### src/verilog/esu_cfg.svh
`ifndef ESU_CFG_SVH
`define ESU_CFG_SVH

// ==================================================================
// register map
`define ESU_AW 8
`define ESU_OFF_CTRL 8'h00
`define ESU_OFF_STAT 8'h04
`define ESU_OFF_DREC 8'h08
`define ESU_OFF_RADDR 8'h0c
`define ESU_OFF_TSYN 8'h10

// ==================================================================
// fields and reset values
`define ESU_CTRL_IMPL_EN 0
`define ESU_CTRL_PRIO 1
`define ESU_CTRL_W 2
`define ESU_CTRL_RST 2'h2
`define ESU_DREC_VALID 31
`define ESU_TSYN_IESB 24
`define ESU_STAT_SYNC 0
`define ESU_STAT_UNSYNC 1
`define ESU_STAT_BUSY 2
`define ESU_SYN_W 24
`define ESU_SYN_ST_LSB 21
`define ESU_DET_W 21
`define ESU_FEAT_IMPL 1'h1
`define ESU_HTRANS_NONSEQ 2'h2

`endif

### src/verilog/esu_pkg.sv
`default_nettype none
`include "esu_cfg.svh"

package esu_pkg;

  // ordered by severity, impdef kept apart by the merge
  typedef enum logic [2:0] {
    ESU_CORR, ESU_RESTART, ESU_RECOV, ESU_UNREC, ESU_UNCONT, ESU_IMPDEF
  } esu_state_t;

  typedef enum logic [1:0] {EV_BARRIER, EV_ENTRY, EV_RETURN} esu_ev_t;

  typedef enum logic [1:0] {S_IDLE, S_DRAIN, S_RESOLVE, S_CLEAR} esu_fsm_t;

  typedef logic [`ESU_SYN_W-1:0] esu_syn_t;

  typedef struct packed {
    esu_fsm_t fsm;
    logic [`ESU_CTRL_W-1:0] ctrl;
    esu_ev_t kind;
    logic [31:0] evAddr;
    logic syncPend;
    esu_syn_t syncSyn;
    logic unsyncPend;
    esu_syn_t unsyncSyn;
    logic drecValid;
    esu_syn_t drecSyn;
    logic take;
    logic [31:0] retAddr;
    esu_syn_t takeSyn;
    logic iesb;
    logic pendOut;
    logic done;
  } esu_top_st_t;

  // combined syndrome of several pending conditions
  function automatic esu_syn_t esu_merge(input esu_syn_t a,
                                         input esu_syn_t b);
    logic [2:0] sa;
    logic [2:0] sb;
    esu_syn_t r;
    sa = a[`ESU_SYN_W-1:`ESU_SYN_ST_LSB];
    sb = b[`ESU_SYN_W-1:`ESU_SYN_ST_LSB];
    r = a | b;
    if (sa == ESU_IMPDEF || sb == ESU_IMPDEF) begin
      r[`ESU_SYN_W-1:`ESU_SYN_ST_LSB] = ESU_IMPDEF;
    end else begin
      r[`ESU_SYN_W-1:`ESU_SYN_ST_LSB] = (sa > sb) ? sa : sb;
    end
    return r;
  endfunction

endpackage

`default_nettype wire

### src/verilog/esu_reg_if.sv
`timescale 1ns/1ps
`default_nettype none
`include "esu_cfg.svh"

interface esu_reg_if;
  logic [`ESU_AW-1:0] addr;
  logic wrEn;
  logic [31:0] wdata;
  logic [31:0] rdata;
  modport slave(output addr, output wrEn, output wdata, input rdata);
  modport regs(input addr, input wrEn, input wdata, output rdata);
endinterface

`default_nettype wire

### src/verilog/esu_err_classify.sv
`timescale 1ns/1ps
`default_nettype none

module esu_err_classify (
  input wire esu_pkg::esu_state_t rawState,
  input wire logic syncHint,
  input wire logic silent,
  input wire logic levelSrc,
  input wire logic rasIrq,
  input wire logic notConsumed,
  output var esu_pkg::esu_state_t state,
  output logic synced,
  output logic pend
);
  always_comb begin
    state = rawState;
    // silent propagation is uncontainable unless impdef-reported
    if (silent && rawState != esu_pkg::ESU_IMPDEF) begin
      state = esu_pkg::ESU_UNCONT;
    end
    synced = syncHint;
    if (state == esu_pkg::ESU_UNREC || state == esu_pkg::ESU_RECOV ||
        state == esu_pkg::ESU_RESTART) begin
      synced = 1'b1;
    end
    if (levelSrc || rasIrq) begin
      synced = 1'b0;
    end
    // not consumed: recoverable, never raises a system error here
    pend = !notConsumed && !rasIrq;
  end
endmodule

`default_nettype wire

### src/verilog/esu_ahb_slave.sv
`timescale 1ns/1ps
`default_nettype none
`include "esu_cfg.svh"

module esu_ahb_slave (
  input wire logic clock,
  input wire logic nrst,
  input wire logic hsel,
  input wire logic [31:0] haddr,
  input wire logic [1:0] htrans,
  input wire logic hwrite,
  input wire logic [2:0] hsize,
  input wire logic [31:0] hwdata,
  input wire logic hready,
  output logic hreadyout,
  output logic hresp,
  output logic [31:0] hrdata,
  esu_reg_if.slave rb
);
  typedef struct packed {
    logic pend;
    logic wr;
    logic [`ESU_AW-1:0] addr;
    logic rdy;
    logic [31:0] rdata;
  } esu_ahb_st_t;

  esu_ahb_st_t q;
  esu_ahb_st_t d;

  // one wait state so that read data comes from a flop
  always_comb begin
    d = q;
    d.rdy = 1'b1;
    if (q.pend) begin
      d.pend = 1'b0;
      d.rdata = q.wr ? 32'h0000_0000 : rb.rdata;
    end else if (hsel && hready && htrans == `ESU_HTRANS_NONSEQ) begin
      d.pend = 1'b1;
      d.wr = hwrite;
      d.addr = haddr[`ESU_AW-1:0];
      d.rdy = 1'b0;
    end
  end

  always_ff @(posedge clock) begin
    if (!nrst) begin
      q <= '0;
      q.rdy <= 1'b1;
    end else begin
      q <= d;
    end
  end

  // hsize unused: only whole-word transfers are defined
  assign rb.addr = q.addr;
  assign rb.wrEn = q.pend && q.wr;
  assign rb.wdata = hwdata;
  assign hreadyout = q.rdy;
  assign hresp = 1'b0;
  assign hrdata = q.rdata;
endmodule

`default_nettype wire

### src/verilog/esu_error_sync_event_unit.sv
`timescale 1ns/1ps
`default_nettype none
`include "esu_cfg.svh"

// Overview of operation
// - masked barrier without deferral: earlier instructions all done
// - barrier or return event: error taken after that instruction
// - entry event: taken at handler start with syndrome bit zero
// - unmasked or synchronous: earlier error never taken after event
// - masked, non-barrier event: synchronized error stays pending
// - unrecoverable, recoverable, restartable errors are always synced; code leaves them unsynced if level-sourced or irq-raised
// - silently propagated errors reported uncontainable unless impdef
// - level-sensitive impdef system errors are never synchronized
// - another exception may win; system error then stays pending
// - system error preferably prioritised over other exceptions
// - masked barrier: record syndrome, set valid, then clear pending
// - record uses the same syndrome criteria as a taken error
// - error taken at barrier returns to the barrier address
// - masked barrier keeps unsynchronized errors pending, no record
// - system-level recovery and fault interrupts are not synchronized
// - one event synchronizes every pending synchronizable error
// - event first pends earlier errors, takes them if unmasked
// - event is no speculation barrier; later errors may arrive
// - deferred, corrected, speculative-read errors are not consumed
// - barrier always raises an event; entry, return when enabled; code drops all three unless the sequence is idle
// - implicit events leave the deferred record unchanged
module esu_error_sync_event_unit (
  input wire logic clock,
  input wire logic nrst,
  input wire logic hsel,
  input wire logic [31:0] haddr,
  input wire logic [1:0] htrans,
  input wire logic hwrite,
  input wire logic [2:0] hsize,
  input wire logic [31:0] hwdata,
  input wire logic hready,
  output logic hreadyout,
  output logic hresp,
  output logic [31:0] hrdata,
  input wire logic errorBarrierInstr,
  input wire logic exceptionEntry,
  input wire logic exceptionReturn,
  input wire logic [31:0] eventAddr,
  input wire logic [31:0] curPc,
  input wire logic serrMasked,
  input wire logic otherExcReq,
  input wire logic errOutstanding,
  input wire logic errValid,
  input wire logic [2:0] errState,
  input wire logic [`ESU_DET_W-1:0] errDetail,
  input wire logic errSyncHint,
  input wire logic errSilent,
  input wire logic errLevelSrc,
  input wire logic errRasIrq,
  input wire logic errNotConsumed,
  output logic serrTake,
  output logic [31:0] serrRetAddr,
  output logic [`ESU_SYN_W-1:0] serrSyndrome,
  output logic implicitSyncSyndromeBit,
  output logic serrPending,
  output logic syncEventDone,
  output logic syncBusy
);

  // ==================================================================
  // register bus
  esu_reg_if rb();

  esu_ahb_slave u_ahb (
    .clock(clock),
    .nrst(nrst),
    .hsel(hsel),
    .haddr(haddr),
    .htrans(htrans),
    .hwrite(hwrite),
    .hsize(hsize),
    .hwdata(hwdata),
    .hready(hready),
    .hreadyout(hreadyout),
    .hresp(hresp),
    .hrdata(hrdata),
    .rb(rb)
  );

  // ==================================================================
  // error classification
  esu_pkg::esu_state_t clsState;
  logic clsSynced;
  logic clsPend;

  esu_err_classify u_cls (
    .rawState(esu_pkg::esu_state_t'(errState)),
    .syncHint(errSyncHint),
    .silent(errSilent),
    .levelSrc(errLevelSrc),
    .rasIrq(errRasIrq),
    .notConsumed(errNotConsumed),
    .state(clsState),
    .synced(clsSynced),
    .pend(clsPend)
  );

  // ==================================================================
  // state
  esu_pkg::esu_top_st_t q;
  esu_pkg::esu_top_st_t d;

  esu_pkg::esu_syn_t newSyn;
  esu_pkg::esu_syn_t allSyn;
  logic newSync;
  logic newUnsync;
  logic evImplicit;
  logic canTake;
  logic anyPend;

  assign newSyn = {clsState, errDetail};
  assign newSync = errValid && clsPend && clsSynced;
  assign newUnsync = errValid && clsPend && !clsSynced;
  // implicit events only with the feature built in and enabled
  assign evImplicit = `ESU_FEAT_IMPL && q.ctrl[`ESU_CTRL_IMPL_EN] &&
                      (exceptionEntry || exceptionReturn);
  // priority bit set: system error beats a competing exception
  assign canTake = !otherExcReq || q.ctrl[`ESU_CTRL_PRIO];
  assign anyPend = q.syncPend || q.unsyncPend;

  // all pending conditions go out as one exception
  always_comb begin
    if (q.syncPend && q.unsyncPend) begin
      allSyn = esu_pkg::esu_merge(q.syncSyn, q.unsyncSyn);
    end else if (q.syncPend) begin
      allSyn = q.syncSyn;
    end else begin
      allSyn = q.unsyncSyn;
    end
  end

  // ==================================================================
  // next state: software writes, then the sequence, then arrivals,
  // so hardware sets always win over clears in the same cycle
  always_comb begin
    d = q;
    d.take = 1'b0;
    d.done = 1'b0;

    if (rb.wrEn && rb.addr == `ESU_OFF_CTRL) begin
      d.ctrl = rb.wdata[`ESU_CTRL_W-1:0];
    end
    if (rb.wrEn && rb.addr == `ESU_OFF_DREC) begin
      d.drecValid = rb.wdata[`ESU_DREC_VALID];
      d.drecSyn = rb.wdata[`ESU_SYN_W-1:0];
    end

    unique case (q.fsm)
      esu_pkg::S_IDLE: begin
        if (errorBarrierInstr) begin
          d.kind = esu_pkg::EV_BARRIER;
          d.evAddr = eventAddr;
          d.fsm = esu_pkg::S_DRAIN;
        end else if (evImplicit) begin
          d.kind = exceptionEntry ? esu_pkg::EV_ENTRY : esu_pkg::EV_RETURN;
          d.evAddr = eventAddr;
          d.fsm = esu_pkg::S_DRAIN;
        end else if (anyPend && !serrMasked && canTake) begin
          d.take = 1'b1;
          d.retAddr = curPc;
          d.takeSyn = allSyn;
          d.iesb = 1'b0;
          d.syncPend = 1'b0;
          d.unsyncPend = 1'b0;
        end
      end
      esu_pkg::S_DRAIN: begin
        // earlier erring accesses must report before deciding
        if (!errOutstanding) begin
          d.fsm = esu_pkg::S_RESOLVE;
        end
      end
      esu_pkg::S_RESOLVE: begin
        if (q.syncPend && !serrMasked) begin
          if (canTake) begin
            d.take = 1'b1;
            // taken after the barrier/return, or at the handler start
            d.retAddr = q.evAddr;
            d.takeSyn = allSyn;
            d.iesb = 1'b0;
            d.syncPend = 1'b0;
            d.unsyncPend = 1'b0;
          end
          // otherwise the other exception wins and ours stays pending
          d.fsm = esu_pkg::S_IDLE;
          d.done = 1'b1;
        end else if (q.syncPend && q.kind == esu_pkg::EV_BARRIER) begin
          // record and flag now, clear pending in the next cycle
          d.drecSyn = q.syncSyn;
          d.drecValid = 1'b1;
          d.fsm = esu_pkg::S_CLEAR;
        end else begin
          // masked implicit event or no synchronized error pending: left pending, record untouched
          d.fsm = esu_pkg::S_IDLE;
          d.done = 1'b1;
        end
      end
      esu_pkg::S_CLEAR: begin
        d.syncPend = 1'b0;
        d.fsm = esu_pkg::S_IDLE;
        d.done = 1'b1;
      end
    endcase

    // arrivals are accepted in every state, speculative ones too
    if (newSync) begin
      d.syncSyn = d.syncPend ? esu_pkg::esu_merge(d.syncSyn, newSyn)
                             : newSyn;
      d.syncPend = 1'b1;
    end
    if (newUnsync) begin
      d.unsyncSyn = d.unsyncPend ? esu_pkg::esu_merge(d.unsyncSyn, newSyn)
                                 : newSyn;
      d.unsyncPend = 1'b1;
    end
    d.pendOut = d.syncPend || d.unsyncPend;
  end

  always_ff @(posedge clock) begin
    if (!nrst) begin
      q <= '0;
      q.ctrl <= `ESU_CTRL_RST;
    end else begin
      q <= d;
    end
  end

  // ==================================================================
  // register read mux
  always_comb begin
    rb.rdata = 32'h0000_0000;
    unique case (rb.addr)
      `ESU_OFF_CTRL: rb.rdata[`ESU_CTRL_W-1:0] = q.ctrl;
      `ESU_OFF_STAT: begin
        rb.rdata[`ESU_STAT_SYNC] = q.syncPend;
        rb.rdata[`ESU_STAT_UNSYNC] = q.unsyncPend;
        rb.rdata[`ESU_STAT_BUSY] = q.fsm != esu_pkg::S_IDLE;
      end
      `ESU_OFF_DREC: begin
        rb.rdata[`ESU_DREC_VALID] = q.drecValid;
        rb.rdata[`ESU_SYN_W-1:0] = q.drecSyn;
      end
      `ESU_OFF_RADDR: rb.rdata = q.retAddr;
      `ESU_OFF_TSYN: begin
        rb.rdata[`ESU_TSYN_IESB] = q.iesb;
        rb.rdata[`ESU_SYN_W-1:0] = q.takeSyn;
      end
      default: rb.rdata = 32'h0000_0000;
    endcase
  end

  // ==================================================================
  // outputs
  assign serrTake = q.take;
  assign serrRetAddr = q.retAddr;
  assign serrSyndrome = q.takeSyn;
  assign implicitSyncSyndromeBit = q.iesb;
  assign serrPending = q.pendOut;
  assign syncEventDone = q.done;
  assign syncBusy = q.fsm != esu_pkg::S_IDLE;

  // ==================================================================
  // checks
  AST_TAKE_UNMASKED: assert property (
    @(posedge clock) disable iff (!nrst)
    serrTake |-> !$past(serrMasked))
    else $error("system error taken while masked");

  // an arrival in the clearing cycle is kept, so it may re-pend
  AST_DEFER_SEQ: assert property (
    @(posedge clock) disable iff (!nrst)
    (q.fsm == esu_pkg::S_RESOLVE && q.syncPend && serrMasked &&
     q.kind == esu_pkg::EV_BARRIER)
    |=> q.drecValid && q.syncPend ##1 (!q.syncPend || $past(newSync)))
    else $error("deferral order broken");

  AST_IMPLICIT_NO_RECORD: assert property (
    @(posedge clock) disable iff (!nrst)
    (q.fsm == esu_pkg::S_RESOLVE && q.kind != esu_pkg::EV_BARRIER &&
     !rb.wrEn) |=> $stable(q.drecValid) && $stable(q.drecSyn))
    else $error("implicit event touched deferred record");

  AST_UNSYNC_STAYS: assert property (
    @(posedge clock) disable iff (!nrst)
    (q.fsm == esu_pkg::S_RESOLVE && q.unsyncPend && serrMasked)
    |=> q.unsyncPend)
    else $error("unsynchronized error dropped by barrier");

  // pending must still stand in the cycle the event completes
  AST_MASKED_KEEP: assert property (
    @(posedge clock) disable iff (!nrst)
    (q.fsm == esu_pkg::S_RESOLVE && q.syncPend && serrMasked &&
     q.kind != esu_pkg::EV_BARRIER) |=> q.syncPend && syncEventDone)
    else $error("masked implicit event cleared pending error");

  AST_BARRIER_RETADDR: assert property (
    @(posedge clock) disable iff (!nrst)
    (q.fsm == esu_pkg::S_RESOLVE && q.kind == esu_pkg::EV_BARRIER &&
     q.syncPend && !serrMasked && canTake)
    |=> serrTake && serrRetAddr == $past(q.evAddr))
    else $error("barrier return address wrong");

  AST_RECORD_HOLDS: assert property (
    @(posedge clock) disable iff (!nrst)
    (q.drecValid && !(rb.wrEn && rb.addr == `ESU_OFF_DREC))
    |=> q.drecValid)
    else $error("deferred valid flag lost");

  AST_IESB_ZERO: assert property (
    @(posedge clock) disable iff (!nrst)
    serrTake |-> !implicitSyncSyndromeBit)
    else $error("syndrome bit set at handler start");

  AST_DRAIN_FIRST: assert property (
    @(posedge clock) disable iff (!nrst)
    (q.fsm == esu_pkg::S_DRAIN && errOutstanding)
    |=> q.fsm == esu_pkg::S_DRAIN)
    else $error("resolved before earlier errors reported");

  AST_LEVEL_NOSYNC: assert property (
    @(posedge clock) disable iff (!nrst)
    errValid && errLevelSrc |=> !$rose(q.syncPend) || $past(newSync))
    else $error("level-sensitive error synchronized");

  AST_SILENT_UC: assert property (
    @(posedge clock) disable iff (!nrst)
    errValid && errSilent && errState != esu_pkg::ESU_IMPDEF
    |-> clsState == esu_pkg::ESU_UNCONT)
    else $error("silent error not uncontainable");

  AST_STATE_SYNCED: assert property (
    @(posedge clock) disable iff (!nrst)
    errValid && !errLevelSrc && !errRasIrq &&
    (clsState == esu_pkg::ESU_UNREC || clsState == esu_pkg::ESU_RECOV)
    |-> clsSynced)
    else $error("recoverable-class error not synchronized");

endmodule

`default_nettype wire

### config.mk
export PLATFORM = sky130hd
export DESIGN_NAME = esu_error_sync_event_unit
export DESIGN_NICKNAME = d
export VERILOG_FILES = /design/src/verilog/esu_pkg.sv /design/src/verilog/esu_reg_if.sv /design/src/verilog/esu_err_classify.sv /design/src/verilog/esu_ahb_slave.sv /design/src/verilog/esu_error_sync_event_unit.sv
export VERILOG_INCLUDE_DIRS = /design/src /design/src/verilog
export SDC_FILE = /design/constraint.sdc
export NUM_CORES = 1
export LEC_CHECK = 0
export BUFFER_PORTS_ARGS = -buffer_cell sky130_fd_sc_hd__buf_2
export CAP_MARGIN = 30
export CORE_ASPECT_RATIO = 1.5
export CORE_UTILIZATION = 55
export DETAILED_ROUTE_END_ITERATION = 10
export PLACE_DENSITY = 0.85
export SYNTH_ARGS = -nofsm -noshare
export SYNTH_HDL_FRONTEND = slang
export SYNTH_SLANG_ARGS = --single-unit
### constraint.sdc
create_clock -name clock -period 6.07 [get_ports clock]
set_input_delay 1.214 -clock clock [delete_from_list [all_inputs] [get_ports clock]]
set_output_delay 1.214 -clock clock [all_outputs]
set_load 0.02 [all_outputs]
* After elaboration in Yosys (flattened, before gate mapping)
Index checks and enable logic that the tools add are counted.
Cells by class: order comparisons 3, eq/ne operators 24, multiplexer cells 57, bitwise logic cells 5, reduce and logical (&&, ||, !) cells 44
Operators with widths (number):
- $mux W58 | 5
- $mux W25 | 6
- $pmux W58 S2 | 1
- $mux W24 | 4
- $mux W34 | 2
- $or A21 B21 Y21 | 3
- $pmux W21 S3 | 1
- $mux W32 | 1
- $mux W3 | 7
- $eq A8 B4 Y1 const B | 2
- $logic_and A1 B1 Y1 | 16
- $mux W1 | 14
- $mux W2 | 6
- $ne A2 B2 Y1 const B | 6
- $ne A3 B3 Y1 const B | 4
- $mux W11 | 1
- $logic_or A1 B1 Y1 | 10
- $pmux W2 S5 | 1
- $reduce_and A2 Y1 | 5
- $eq A3 B3 Y1 const B | 3
- $gt A3 B3 Y1 | 3
- $eq A8 B3 Y1 const B | 1
- $eq A8 B5 Y1 const B | 1
- $logic_not A8 Y1 | 1
- 15 further kinds | 29
Storage, ports and cells: register bits after elaboration 216, input bits 174, output and inout port bits 95, word-level logic and storage cells 156

* Depth between registers and ports, before layout
depth after elaboration 12, gate-level depth with buffers 10, depth with buffers taken out 9

* Cells and area by module
A second synthesis with hierarchy kept.
Unflattened totals: cells, all modules 1265, area, all modules 10432.5 sq um
Modules (own cells, without submodules):
- esu_error_sync_event_unit | times used 1, cells an instance 996, area an instance 8105.3 sq um, seq. area each 3443.3 sq um
- esu_ahb_slave | times used 1, cells an instance 260, area an instance 2273.4 sq um, seq. area each 860.8 sq um
- esu_err_classify | times used 1, cells an instance 9, area an instance 53.8 sq um, seq. area each 0.0 sq um

* Worst setup path after synthesis
OpenSTA, ideal clock, no wires.
kind in2reg, from input port errSilent, to register q[132] (netlist bit), setup time 0.116 ns, data arrival time 2.756 ns, data required time 5.954 ns, setup slack 3.198 ns, stages 9, path buffers 1, cells stage by stage clkbuf_1 > nor2_1 > ha_1 > nand3_1 > a221oi_1 > o211ai_1 > o21ai_1 > nor2_1 > a31o_2
Between the ends: longest elaborated chain between the ends 9, elaborated cells between the ends (all ways) 18, those cells by class 1 x order compare; 5 x eq/ne; 6 x mux; 6 x reduce/logical
Ends and longest elaborated chain:
- start, declared | line esu_error_sync_event_unit.sv:52 | input wire logic errSilent,
- $logic_and A1 B1 Y1 (*) | line esu_err_classify.sv:18 | if (silent && rawState != esu_pkg::ESU_IMPDEF) begin
- $mux W3 (*) | line esu_err_classify.sv:18
- $eq A3 B2 Y1 | line esu_err_classify.sv:22 | if (state == esu_pkg::ESU_UNREC || state == esu_pkg::ESU_RECOV ||
- $logic_or A1 B1 Y1 (2 in a row) | line esu_err_classify.sv:22
- $mux W1 | line esu_err_classify.sv:22
- $mux W1 | line esu_err_classify.sv:26 | if (levelSrc || rasIrq) begin
- $logic_and A1 B1 Y1 | line esu_error_sync_event_unit.sv:117 | assign newSync = errValid && clsPend && clsSynced;
- $reduce_and A2 Y1 (no source line)
- end, declared | line esu_error_sync_event_unit.sv:105 | esu_pkg::esu_top_st_t q;
Every way passes the cells marked *; elsewhere a longest branch is shown, timed or not. The select of a mux whose other input is x is not followed. A chain may end at the register's enable or synchronous reset.

* Final worst setup path
from input port exceptionReturn, to register q[125] (netlist bit)
Between the ends: longest elaborated chain between the ends 6
Ends and longest elaborated chain:
- start, declared | line esu_error_sync_event_unit.sv:42 | input wire logic exceptionReturn,
- $logic_or A1 B1 Y1 | line esu_error_sync_event_unit.sv:121 | (exceptionEntry || exceptionReturn);
- $logic_and A1 B1 Y1 (no source line)
- $mux W1 | line esu_error_sync_event_unit.sv:159 | end else if (evImplicit) begin
- $mux W1 | line esu_error_sync_event_unit.sv:155 | if (errorBarrierInstr) begin
- $pmux W1 S3 | line esu_error_sync_event_unit.sv:153 | unique case (q.fsm)
- $mux W24 | line esu_error_sync_event_unit.sv:212 | d.syncSyn = d.syncPend ? esu_pkg::esu_merge(d.syncSyn, newSyn)
Every way passes these cells.

==> results.sh <==
export IMPL_p_switching_mw=0.6774
export IMPL_endpoint_kind="register"
export IMPL_yosysUniqueCellTypes=55
export IMPL_grt_overflow_total=0
export IMPL_ys_top_cells_by_count="dfxtp_1 (215), nand2_1 (102), nor2b_1 (94)"
export IMPL_grt_pass1_vias=7856
export IMPL_hold_path_class="register to register"
export IMPL_yosysMostFrequentCell="dfxtp_1"
export IMPL_grt_pass1_wl_um=40550
export IMPL_clkLatencyLatePin_ns=0.49
export IMPL_synth_area_leaders="dfxtp_1 (44%), buf_4 (7.0%), nor2b_1 (6.0%), mux2i_1 (4.1%), nand2_1 (3.9%)"
export IMPL_coreArea_um2=17350
export IMPL_pwr_share_clk_pct=42.1
export IMPL_cts_resized=0
export IMPL_fmax_ghz=0.3267
export IMPL_multi_input_area_um2=4405
export IMPL_fin_crit_ns=3.061
export IMPL_required_ns=6.45
export IMPL_synth_top_cell_area_share_pct=43.99
export IMPL_syn_area_um2=9784
export IMPL_start_util_pct=56.40
export IMPL_place_worst_setup_slack_ns=2.585
export IMPL_ir_worst_vdd_v=0.0003114
export IMPL_fillers=1484
export IMPL_rrSetupSlack_ns=3.38
export IMPL_clock_sinks=215
export IMPL_cts_tree="done"
export IMPL_power_total_mw=2.927
export IMPL_cts_setup_buffers=0
export IMPL_fp_dieH_um=165.4
export IMPL_ctsHoldBuffers=0
export IMPL_slew_headroom_pct=36.68
export IMPL_rsz0062_at_grt="false"
export IMPL_drive_gt1_share_pct=24.18
export IMPL_vias=8314
export IMPL_final_cell_area_um2=10990
export IMPL_p_per_area_nw_per_um2=266.3
export IMPL_cts_root_buf="clkbuf_16"
export IMPL_grt_max_degree=69
export IMPL_status="finished clean"
export IMPL_reg2reg_to="q[63]$_SDFF_PN0_"
export IMPL_crit_arrival_ns=3.44
export IMPL_min_from="u_ahb.hrdata[21]$_SDFFE_PN0P_"
export IMPL_final_antenna_net_count=0
export IMPL_track_usage_pct=27.14
export IMPL_min_to="u_ahb.hrdata[21]$_SDFFE_PN0P_"
export IMPL_drt_first_pass_iters=7
export IMPL_routabilityCongestion=0.8975
export IMPL_yosysSeqAreaShare_pct=43.99
export IMPL_clock_skew_ns=0.01354
export IMPL_synth_ff_type="dfxtp_1"
export IMPL_crit_type="primary input to register"
export IMPL_combinationalPowerShare_pct=7.8
export IMPL_synth_edf_count=0
export IMPL_path_max_fanout=21
export IMPL_syn_area_per_cell_um2=9.035
export IMPL_cts_buffer_depth=3
export IMPL_finalHoldViolCount=0
export IMPL_slew_viol_final=0
export IMPL_period_share_pct=50.43
export IMPL_die_x_um=110.9
export IMPL_cap_violations=0
export IMPL_worstRegToRegCells=7
export IMPL_synthCells=1083
export IMPL_seq_power_share_pct=50.1
export IMPL_routed_wl_um=26210
export IMPL_die_area_um2=18340
export IMPL_vias_per_cell=5.905
export IMPL_antenna_found_initial=4
export IMPL_placed_area_um2=10320
export IMPL_io_buffers=232
export IMPL_finalSetupViolations=0
export IMPL_r2r_start="u_ahb.rb.addr[7]$_SDFFE_PN0P_"
export IMPL_drt_initial_drc_count=917
export IMPL_numCtsBuffers=20
export IMPL_yosysWarnings=0
export IMPL_clkSlewWorstSetupHoldPaths_ns=0.07
export IMPL_async_flop_share_pct=0
export IMPL_tns_ns=0
export IMPL_area_growth_pct=12.34
export IMPL_cts_max_level=1
export IMPL_dp_hpwl_um=18050
export IMPL_hold_path_depth=2
export IMPL_rows=59
export IMPL_yosysTopAreaCell="dfxtp_1"
export IMPL_worstMarginPinSlew_ns=0.9463
export IMPL_io_pins=269
export IMPL_ys_seq_elements=215
export IMPL_leakage_nw=4.352
export IMPL_p_int_mw=2.250
export IMPL_drc=0
export IMPL_worst_slack_ns=3.009
export IMPL_fin_nets=1362
export IMPL_wl_per_cell_um=18.62
export IMPL_cp_start_kind="primary input"
export IMPL_seqCellArea_um2=4304
export IMPL_p_sw_share_pct=23.14
## routing by layer
layer / global-route usage [%] / vias up / routed length, µm
met2: 48.39 / 377 / 13220
met1: 32.40 / 3893 / 10290
met5: 0 / - / 0
met4: 13.64 / 0 / 1055
li1: - / 3977 / -
met3: 3.029 / 67 / 1636
## how the worst max path moves through the flow
stage	startpoint	to	slack, ns	depth (start not counted)
2_1_floorplan	errSilent	q[132]$_SDFFE_PN0P_	3.20	9
3_3_place_gp	exceptionEntry	q[128]$_SDFFE_PN0P_	2.59	7
3_5_place_dp	exceptionEntry	q[127]$_SDFFE_PN0P_	2.58	7
4_1_cts	exceptionEntry	q[111]$_SDFFE_PN0P_	3.07	7
5_1_grt	exceptionReturn	q[116]$_SDFFE_PN0P_	2.91	7
6_report	exceptionReturn	q[125]$_SDFFE_PN0P_	3.01	7
## cell usage in the layout (no fill, tap or decap), types with 4 or more instances in the layout
cell type and count:
a211oi_1 4, a21boi_0 33, a21boi_1 8, a21oi_1 55, a221oi_1 25, a222oi_1 35
a22o_1 18, a22oi_1 44, and3_1 5, buf_2 231, buf_4 15, clkbuf_16 21
dfxtp_1 215, diode_2 4, ha_1 7, inv_1 12, mux2i_1 40, nand2_1 102
nand2b_1 12, nand3_1 20, nand3b_1 5, nor2_1 41, nor2b_1 94, nor3_1 6
nor3b_1 23, o21a_1 4, o21ai_0 38, o21ai_1 25
## layout make-up
| type | instances | share of cell area, % |
|---|---|---|
| clock inverters | 5 | 0.5122 |
| flip-flops and latches | 215 | 39.16 |
| diodes | 4 | 0.09106 |
| repair buffers | 249 | 12.07 |
| clock buffers | 27 | 5.259 |
| well taps | 213 | 2.425 |
| inverters | 12 | 0.4098 |
| multi-input cells | 683 | 40.08 |
## power groups by stage
stage / sequential [mW] / combinational [mW] / clock (mW)
floorplan: 1.49 / 0.143 / 0
global placement: 1.50 / 0.219 / 0
detailed placement: 1.50 / 0.223 / 0
CTS: 1.47 / 0.224 / 1.25
global route: 1.47 / 0.249 / 1.31
finish: 1.47 / 0.227 / 1.23
## sequential cells by signal (all words and copies together) (netlist names)
signal	cells
serrSyndrome	24
serrPending	1
u_ahb.hreadyout	1
u_ahb.rb.addr	8
syncEventDone	1
serrRetAddr	32
u_ahb.q	2
q	113
u_ahb.hrdata	32
serrTake	1
## worst max-delay path: stages
cell     delay [ns]
buf_2          0.10
o21ai_1        0.23
a21oi_1        0.19
o21ai_1        0.58
nand2_1        0.68
a22oi_1        0.36
nor2b_1        0.07
## through the flow
stage / instances / utilization [%] / hold slack, ns
after global placement: 1369 / 59.31 / 0.4308
final: 1408 / 63.36 / 0.4422
after detailed placement: 1371 / 59.49 / 0.4361
after CTS: 1403 / 63.14 / 0.4448
after floorplan: 1084 / - / 0.4276
after global routing: 1408 / 63.36 / 0.4721
## cell families (layout without fill, tap and decap cells)
family / count (synthesis) / count (layout) / share of synthesized area [%]
and+or+nand+nor: 327 / 327 / 17.67
AOI/OAI and AO/OA: 307 / 307 / 22.11
DFF: 215 / 215 / 43.99
buffers and inverters: 186 / 293 / 11.20
muxes: 40 / 40 / 4.092
adders and majority gates: 7 / 7 / 0.8951
other: 1 / 6 / 0.03833
Note: power is estimated with default switching activity, not from simulation.
